==> src/hw/vic_pkg.sv <==
// Package of constants and carrier types for the vectored interrupt controller.
package vic_pkg;
  // ==========================================================================
  // Source counts and register layout.
  localparam int NUM_PERIPH = 15;
  localparam int NUM_SOURCES = 18;
  localparam int REG_W = 8;
  localparam int PC_W = 16;
  // Bit positions in irq_status_ctrl_reg.
  localparam int ST_INTE = 0;
  localparam int ST_T0IE = 1;
  localparam int ST_TCKIE = 2;
  localparam int ST_PEIE = 3;
  localparam int ST_INTF = 4;
  localparam int ST_T0IF = 5;
  localparam int ST_TCKIF = 6;
  localparam int ST_PERIPH_IRQ_PENDING = 7;
  // ==========================================================================
  // Vector addresses.
  localparam logic [15:0] VEC_RESET = 16'h0000;
  localparam logic [15:0] VEC_EXT = 16'h0008;
  localparam logic [15:0] VEC_T0 = 16'h0010;
  localparam logic [15:0] VEC_TCK = 16'h0018;
  localparam logic [15:0] VEC_PERIPH = 16'h0020;
  // Reset values.
  localparam logic [7:0] STATUS_RST = 8'h00;
  localparam logic [14:0] PERIPH_RST = 15'h0000;
  // ==========================================================================
  // Dedicated source events, one-cycle pulses from the peripherals.
  typedef struct packed {
    logic ext_edge;
    logic timer0_ovf;
    logic tck_edge;
  } vic_ded_s;
  // Request to the core sequencer.
  typedef struct packed {
    logic take;
    logic [15:0] vector;
  } vic_req_s;
  typedef enum logic [2:0] {
    ST_IDLE = 3'b001,
    ST_SERVICE = 3'b010,
    ST_SLEEP = 3'b100
  } vic_state_e;
endpackage

==> src/hw/vic_top.sv <==
// Vectored interrupt controller: flags, enables, global disable, vectoring and wake-up.
//
// Function
// - Eighteen sources: pin, port change, timers, serial, sync port, converter, captures.
// - Six registers: core status, irq status/control, two enable, two request.
// - No request to core while global disable bit is set.
// - Accepting an interrupt sets the global disable bit.
// - On accept, core pushes return address then loads the vector.
// - Four vectors: pin, timer0, clock-pin edge, shared peripheral.
// - All peripheral sources share one vector.
// - Vectoring to a dedicated vector clears that source's flag.
// - Shared peripheral vectoring leaves request flags unchanged.
// - Flags set on their condition regardless of enables or global disable.
// - External event latency grows one cycle during two-cycle instructions.
// - Return-from-interrupt pops address and clears global disable.
// - Interrupt wake-up shows as set flags in status or request registers.
// - Wake with global enable loads vector; with disable, execution resumes.
// - Vectors are 08h pin, 10h timer0, 18h clock-pin edge.
// - Pending bit is OR of request flags ANDed with enables.
// - Flag set as its enable clears, globally enabled, vectors to 0x00.
`timescale 1ns/1ns
module vic_top #(
  parameter int NUM_PERIPH = vic_pkg::NUM_PERIPH
) (
  input wire logic mclk, // Core instruction clock.
  input wire logic rst, // Synchronous reset, active high.
  input wire vic_pkg::vic_ded_s ded_evt, // Dedicated source event pulses.
  input wire logic [NUM_PERIPH-1:0] periph_evt, // Peripheral event pulses.
  input wire logic instr_boundary, // Core may take a request at this cycle.
  input wire logic return_from_irq, // Return-from-interrupt executed.
  input wire logic sleeping, // Core is in sleep.
  input wire logic status_we, // Write to irq_status_ctrl_reg.
  input wire logic [7:0] status_wdata, // Data for irq_status_ctrl_reg.
  input wire logic gdis_we, // Write to global_irq_disable.
  input wire logic gdis_wdata, // Data for global_irq_disable.
  input wire logic pie_we, // Write to both enable registers.
  input wire logic [NUM_PERIPH-1:0] pie_wdata, // Data for enable registers.
  input wire logic pir_we, // Write to both request registers.
  input wire logic [NUM_PERIPH-1:0] pir_wdata, // Data for request registers.
  output logic global_irq_disable, // Global disable bit of core_status_reg.
  output logic [7:0] irq_status_ctrl_reg, // Status/control register image.
  output logic [NUM_PERIPH-1:0] periph_enable_reg, // Enable registers 1 and 2.
  output logic [NUM_PERIPH-1:0] periph_request_reg, // Request registers 1 and 2.
  output vic_pkg::vic_req_s core_req, // Vector request pulse to the core.
  output logic wake // Wake pulse to the core.
);
  logic [3:0] ctrl_en;
  logic int_f, t0_f, tck_f;
  logic pend_ext, pend_t0, pend_tck, pend_per, any_pend;
  logic en_drop;
  logic flag_pulse;
  logic take;
  logic [15:0] next_vec;
  vic_pkg::vic_state_e state;

  // ==========================================================================
  // Pending logic.
  assign pend_ext = int_f & ctrl_en[vic_pkg::ST_INTE];
  assign pend_t0 = t0_f & ctrl_en[vic_pkg::ST_T0IE];
  assign pend_tck = tck_f & ctrl_en[vic_pkg::ST_TCKIE];
  assign pend_per = |(periph_request_reg & periph_enable_reg);
  assign any_pend = pend_ext | pend_t0 | pend_tck | (pend_per & ctrl_en[vic_pkg::ST_PEIE]);
  // A flag rising while its own enable is written off.
  assign flag_pulse = status_we & ~global_irq_disable & (
    (ded_evt.ext_edge & ctrl_en[vic_pkg::ST_INTE] & ~status_wdata[vic_pkg::ST_INTE]) |
    (ded_evt.timer0_ovf & ctrl_en[vic_pkg::ST_T0IE] & ~status_wdata[vic_pkg::ST_T0IE]) |
    (ded_evt.tck_edge & ctrl_en[vic_pkg::ST_TCKIE] & ~status_wdata[vic_pkg::ST_TCKIE]) |
    ((|(periph_evt & periph_enable_reg)) & ctrl_en[vic_pkg::ST_PEIE]
      & ~status_wdata[vic_pkg::ST_PEIE]));
  assign en_drop = flag_pulse;
  // Requests are taken only at an instruction boundary, so a two-cycle
  // instruction delays the response by one cycle.
  assign take = ~global_irq_disable & instr_boundary & (any_pend | en_drop);

  always_comb begin
    if (en_drop) begin
      next_vec = vic_pkg::VEC_RESET;
    end else if (pend_ext) begin
      next_vec = vic_pkg::VEC_EXT;
    end else if (pend_t0) begin
      next_vec = vic_pkg::VEC_T0;
    end else if (pend_tck) begin
      next_vec = vic_pkg::VEC_TCK;
    end else begin
      next_vec = vic_pkg::VEC_PERIPH;
    end
  end

  // ==========================================================================
  // Enable bits of the status/control register.
  always_ff @(posedge mclk) begin
    if (rst) begin
      ctrl_en <= vic_pkg::STATUS_RST[3:0];
    end else if (status_we) begin
      ctrl_en <= status_wdata[3:0];
    end
  end

  // Dedicated flags: set wins over software clear and over vector clear.
  always_ff @(posedge mclk) begin
    if (rst) begin
      int_f <= 1'b0;
      t0_f <= 1'b0;
      tck_f <= 1'b0;
    end else begin
      int_f <= ded_evt.ext_edge | (int_f & ~(status_we & ~status_wdata[vic_pkg::ST_INTF])
        & ~(take & next_vec == vic_pkg::VEC_EXT));
      t0_f <= ded_evt.timer0_ovf | (t0_f & ~(status_we & ~status_wdata[vic_pkg::ST_T0IF])
        & ~(take & next_vec == vic_pkg::VEC_T0));
      tck_f <= ded_evt.tck_edge | (tck_f & ~(status_we & ~status_wdata[vic_pkg::ST_TCKIF])
        & ~(take & next_vec == vic_pkg::VEC_TCK));
    end
  end

  // Peripheral flags: only software clears them, never the vectoring.
  genvar gi;
  generate
    for (gi = 0; gi < NUM_PERIPH; gi++) begin : g_pir
      always_ff @(posedge mclk) begin
        if (rst) begin
          periph_request_reg[gi] <= 1'b0;
        end else if (periph_evt[gi]) begin
          periph_request_reg[gi] <= 1'b1;
        end else if (pir_we) begin
          periph_request_reg[gi] <= pir_wdata[gi];
        end
      end
    end
  endgenerate

  always_ff @(posedge mclk) begin
    if (rst) begin
      periph_enable_reg <= vic_pkg::PERIPH_RST[NUM_PERIPH-1:0];
    end else if (pie_we) begin
      periph_enable_reg <= pie_wdata;
    end
  end

  always_ff @(posedge mclk) begin
    if (rst) begin
      irq_status_ctrl_reg <= vic_pkg::STATUS_RST;
    end else begin
      irq_status_ctrl_reg <= {pend_per, tck_f, t0_f, int_f, ctrl_en};
    end
  end

  // ==========================================================================
  // Global disable: accept sets it, return clears it.
  always_ff @(posedge mclk) begin
    if (rst) begin
      global_irq_disable <= 1'b1;
    end else if (take) begin
      global_irq_disable <= 1'b1;
    end else if (return_from_irq) begin
      global_irq_disable <= 1'b0;
    end else if (gdis_we) begin
      global_irq_disable <= gdis_wdata;
    end
  end

  // Request to core: the core pushes the return address, then loads the vector.
  always_ff @(posedge mclk) begin
    if (rst) begin
      core_req <= '0;
    end else begin
      core_req.take <= take;
      core_req.vector <= next_vec;
    end
  end

  // Sleep tracking and wake-up.
  always_ff @(posedge mclk) begin
    if (rst) begin
      state <= vic_pkg::ST_IDLE;
      wake <= 1'b0;
    end else begin
      wake <= 1'b0;
      case (state)
        vic_pkg::ST_IDLE: begin
          if (take) begin
            state <= vic_pkg::ST_SERVICE;
          end else if (sleeping) begin
            state <= vic_pkg::ST_SLEEP;
          end
        end
        vic_pkg::ST_SERVICE: begin
          if (return_from_irq) begin
            state <= vic_pkg::ST_IDLE;
          end
        end
        vic_pkg::ST_SLEEP: begin
          if (any_pend) begin
            wake <= 1'b1;
            state <= global_irq_disable ? vic_pkg::ST_IDLE : vic_pkg::ST_SERVICE;
          end
        end
        default: state <= vic_pkg::ST_IDLE;
      endcase
    end
  end

  // ==========================================================================
  // Checks.
  a_no_req_disabled: assert property (@(posedge mclk) disable iff (rst)
    global_irq_disable |=> !core_req.take) else $error("request while disabled");
  a_take_sets_dis: assert property (@(posedge mclk) disable iff (rst)
    take |=> global_irq_disable) else $error("disable not set on accept");
  a_ret_clears: assert property (@(posedge mclk) disable iff (rst)
    (return_from_irq && !take) |=> !global_irq_disable) else $error("return left disable");
  a_ext_vec_clr: assert property (@(posedge mclk) disable iff (rst)
    (take && next_vec == vic_pkg::VEC_EXT && !ded_evt.ext_edge) |=> !int_f)
    else $error("ext flag kept");
  a_per_kept: assert property (@(posedge mclk) disable iff (rst)
    (take && next_vec == vic_pkg::VEC_PERIPH && !pir_we && !(|periph_evt)) |=>
    (periph_request_reg == $past(periph_request_reg))) else $error("periph flags changed");
  a_flag_sets: assert property (@(posedge mclk) disable iff (rst)
    ded_evt.timer0_ovf |=> t0_f) else $error("timer0 flag missed");
  a_prio_ext: assert property (@(posedge mclk) disable iff (rst)
    (take && pend_ext && !en_drop) |=> core_req.vector == vic_pkg::VEC_EXT)
    else $error("priority wrong");
  a_pend_or: assert property (@(posedge mclk) disable iff (rst)
    ##1 irq_status_ctrl_reg[vic_pkg::ST_PERIPH_IRQ_PENDING] ==
    $past(|(periph_request_reg & periph_enable_reg))) else $error("pending bit wrong");
  a_drop_vec: assert property (@(posedge mclk) disable iff (rst)
    (take && en_drop) |=> core_req.vector == vic_pkg::VEC_RESET)
    else $error("dropped enable vector wrong");
  c_ext: cover property (@(posedge mclk) core_req.take && core_req.vector == vic_pkg::VEC_EXT);
  c_per: cover property (@(posedge mclk) core_req.take && core_req.vector == vic_pkg::VEC_PERIPH);
  c_wake: cover property (@(posedge mclk) wake);
  c_drop: cover property (@(posedge mclk) core_req.take && core_req.vector == vic_pkg::VEC_RESET);
endmodule

==> config.mk <==
export PLATFORM = sky130hd
export DESIGN_NAME = vic_top
export DESIGN_NICKNAME = d
export VERILOG_FILES = /design/src/hw/vic_pkg.sv /design/src/hw/vic_top.sv
export SDC_FILE = /design/constraint.sdc
export NUM_CORES = 1
export LEC_CHECK = 0
export ABC_AREA = 1
export BUFFER_PORTS_ARGS = -buffer_cell sky130_fd_sc_hd__buf_4
export CELL_PAD_IN_SITES_DETAIL_PLACEMENT = 1
export CELL_PAD_IN_SITES_GLOBAL_PLACEMENT = 2
export CORE_UTILIZATION = 22
export DETAILED_ROUTE_END_ITERATION = 8
export PLACE_DENSITY_LB_ADDON = 0.1
export SLEW_MARGIN = 0
export SYNTH_ARGS = -nofsm -noshare
export SYNTH_HDL_FRONTEND = slang
export SYNTH_SLANG_ARGS = --single-unit
export TNS_END_PERCENT = 30
==> constraint.sdc <==
create_clock -name mclk -period 1.6 [get_ports mclk]
set_input_delay 0.24 -clock mclk [delete_from_list [all_inputs] [get_ports mclk]]
set_output_delay 0.24 -clock mclk [all_outputs]
set_load 0.1 [all_outputs]
==> reports/results.txt <==
status - complete, no violations
RSZ-0062 raised after global routing - true
area delta synth->final - 57.5%
Nets - 515
Final Cycle Share - 97.3%
diodes inserted - 0
top cell types by occurrence after synthesis - 79 x nand2_1, 60 x nor2_1, 54 x dfxtp_1
Post-synth EDFFs - 0
CTS H-tree depth - 2
synthesized instance count - 332
first-pass GRT wire length - 12.8 mm
Core Rows - 37
worst-path cell chain - nand2_2, nand2_2, nor2_4, nand2_2, nor2_4, nor2_4, nor2_4, nand2_1, nand2_1, inv_1, nand2_1, nand2_1, a21oi_2
RR Endpoint - state[2]$_SDFFE_PP0P_
R2R depth - 13
die height - 105 um
total track usage - 15.0%
Starting Density - 22.5%
Slew @ Worst Pin - 0.567 ns
Initial DRC Count - 46
Clock Skew - 0.0108 ns
maxcap violations - 0
Vias/cell - 4.16
worst vdd ir - 0.000356 V
worst relative slew slack - 62.2%
most common cell in the netlist - nand2_1
post-synth top area share - 46.7%
routed wire length - 8.08 mm
internal reg-to-reg setup slack - 0.04 ns
Post-DP HPWL - 6.06 mm
synth warn - 0
vias - 2436
Final ANT Viol Nets - 0
worst setup path endpoint - state[2]$_SDFFE_PP0P_
data arrival time of the worst path - 1.81 ns
#FFs+latches synth - 54
Port Buf Inserts - 108
Buf+Inv Stages, Crit Path - 1
critical path endpoint category - flip-flop
crit path from - periph_request_reg[6]$_SDFFE_PP0P_
final setup fails - 0
Netlist Area Pre-Place - 2320 um2
CP Class - reg2reg
synth top area cells - dfxtp_1 47%, nand2_1 13%, nor2_1 9.7%
Pre-antenna DRT Iters - 4
CTS tree - done
CP top delay family - simple AND/OR/NAND/NOR gates
syn avg cell area - 6.98 um2
Hold Path Class - in2reg
share of layout cells above drive strength 1 - 44.7%
Critical Path Source Type - flip-flop
Inserted Clock Buffers - 5
Die ar. - 10900 um2
RR Startpoint - periph_request_reg[6]$_SDFFE_PP0P_
latest clock arrival within the worst-skew pair - 0.31 ns
hold buffers post-CTS - 0
fin cells - 586
cell count after placement - 571
Placer Congestion - 0.737
ys flop type - dfxtp_1
CTS Root Cell - clkbuf_8
Fmax achieved - 0.643 GHz
Pwr per Cell Area - 1070 nW/um2
Leak - 0.00178 uW
final hold violation count - 0
vias in the first global route - 2501
cell taking the most area after synthesis - dfxtp_1
grt ovf - 0
fin crit period - 1.56 ns
Pwr Total - 3920 uW
asr flop ratio synth - 0%
crit-path max FO - 3
CP max-delay cell - dfxtp_4
WP depth - 13
WL/cell - 13.8 um
largest net degree at the start of global routing - 25
IO Pins - 123
share of the yosys chip area belonging to registers - 46.7%
CP Data Required Time - 1.86 ns
max-slew violations - 0
antenna violations before repair - 0
Cell variety after synth - 22
Clock Sinks - 54
chip width - 105 um
core area - 10300 um2
Largest stage delay, worst path - 0.37 ns
register clock-pin slew on the reported worst setup and hold paths - 0.11 ns
drt drc - 0
Bufs on Longest Clock Path - 2
-- worst min-delay path by stage --
stage / from / to / slack (ns) / depth (start not counted)
global placement: tck_f$_SDFF_PP0_ / irq_status_ctrl_reg[6]$_SDFF_PP0_ / 0.44 / 2
detailed placement: t0_f$_SDFF_PP0_ / irq_status_ctrl_reg[5]$_SDFF_PP0_ / 0.44 / 2
floorplan: pie_wdata[10] / periph_enable_reg[10]$_SDFFE_PP0P_ / 0.37 / 2
global route: pie_wdata[6] / periph_enable_reg[6]$_SDFFE_PP0P_ / 0.14 / 3
finish: pie_wdata[6] / periph_enable_reg[6]$_SDFFE_PP0P_ / 0.15 / 3
CTS: pie_wdata[6] / periph_enable_reg[6]$_SDFFE_PP0P_ / 0.13 / 3
-- worst register-to-register path: cells and delay by family, from the launching register on --
| family | cells | cell delay (ns) |
|---|---|---|
| DFF | 1 | 0.37 |
| buffers and inverters | 1 | 0.08 |
| and+or+nand+nor | 11 | 0.96 |
| AOI/OAI and AO/OA | 1 | 0.10 |
-- routing by layer --
| metal | up-vias | global-route usage [%] | routed length [um] |
|---|---|---|---|
| met5 | - | 0 | 0 |
| met4 | 0 | 3.32 | 51 |
| met3 | 4 | 3.31 | 412 |
| met2 | 69 | 25.4 | 3920 |
| met1 | 1110 | 19.4 | 3700 |
| li1 | 1253 | - | - |
-- cell families after synthesis --
| family | after synthesis | share of synthesized area, % |
|---|---|---|
| AO/OA/AOI/OAI | 65 | 14.4 |
| AND/OR/NAND/NOR | 162 | 28.6 |
| buffers and inverters | 50 | 10.2 |
| flip-flops | 54 | 46.7 |
| other | 1 | 0.162 |
-- cells in the final DEF, fill, tap and decap left out --
cell type  Yosys  final
buf_4         13    120
nand2_1       79     62
nor2_1        60     53
a21oi_1       38     37
dfxtp_4        0     30
dfxtp_1       54     23
inv_1         22     22
o21ai_0       19     19
nand2_2        3     19
conb_1         1     13
nor3_1         9      9
nor2_2         2      5
nor2_4         1      5
nand3_1        5      5
clkbuf_8       0      5
inv_2          4      4
o21ai_1        5      3
o21ai_2        0      2
nand2_4        1      2
a21oi_2        1      2
inv_4          0      2
a31oi_1        1      1
nand3_4        0      1
nand4_1        1      1
o211ai_1       1      1
clkbuf_16      0      1
dfxtp_2        0      1
buf_12         0      1
buf_6          0      1
-- layout make-up --
type | count | area, um2
Clock buffer | 6 | 93.8
Sequential cell | 54 | 1190
Tap cell | 136 | 170
Clock inverter | 2 | 12.5
Fill cell | 1297 | 6630
Timing Repair Buffer | 122 | 932
Inverter | 26 | 97.6
Multi-Input combinational cell | 240 | 1150
-- power breakdown --
part / switching [uW] / internal (uW)
Sequential: 85.8 / 1460
Clock: 480 / 407
Combinational: 1090 / 399
Total: 1660 / 2260
-- through the flow --
stage	worst slack [ns]	cell area [um2]	hold WS (ns)	setup TNS, ns	util, %
6_report	0.0438	3650	0.146	0	35.5
5_1_grt	-0.0815	3650	0.136	-0.378	35.5
2_1_floorplan	0.0469	2470	0.374	0	-
4_1_cts	0.00408	3540	0.133	0	34.4
3_5_place_dp	-0.0683	3380	0.443	-0.177	32.9
3_3_place_gp	-0.0371	3380	0.441	-0.0721	32.9
-- repair_timing --
action,4_1_cts,5_1_grt
resized for setup,7,27
setup endpoints to repair,5,10
setup buffers,3,4
pin swaps,5,22
Note: power is estimated with default switching activity, not from simulation.
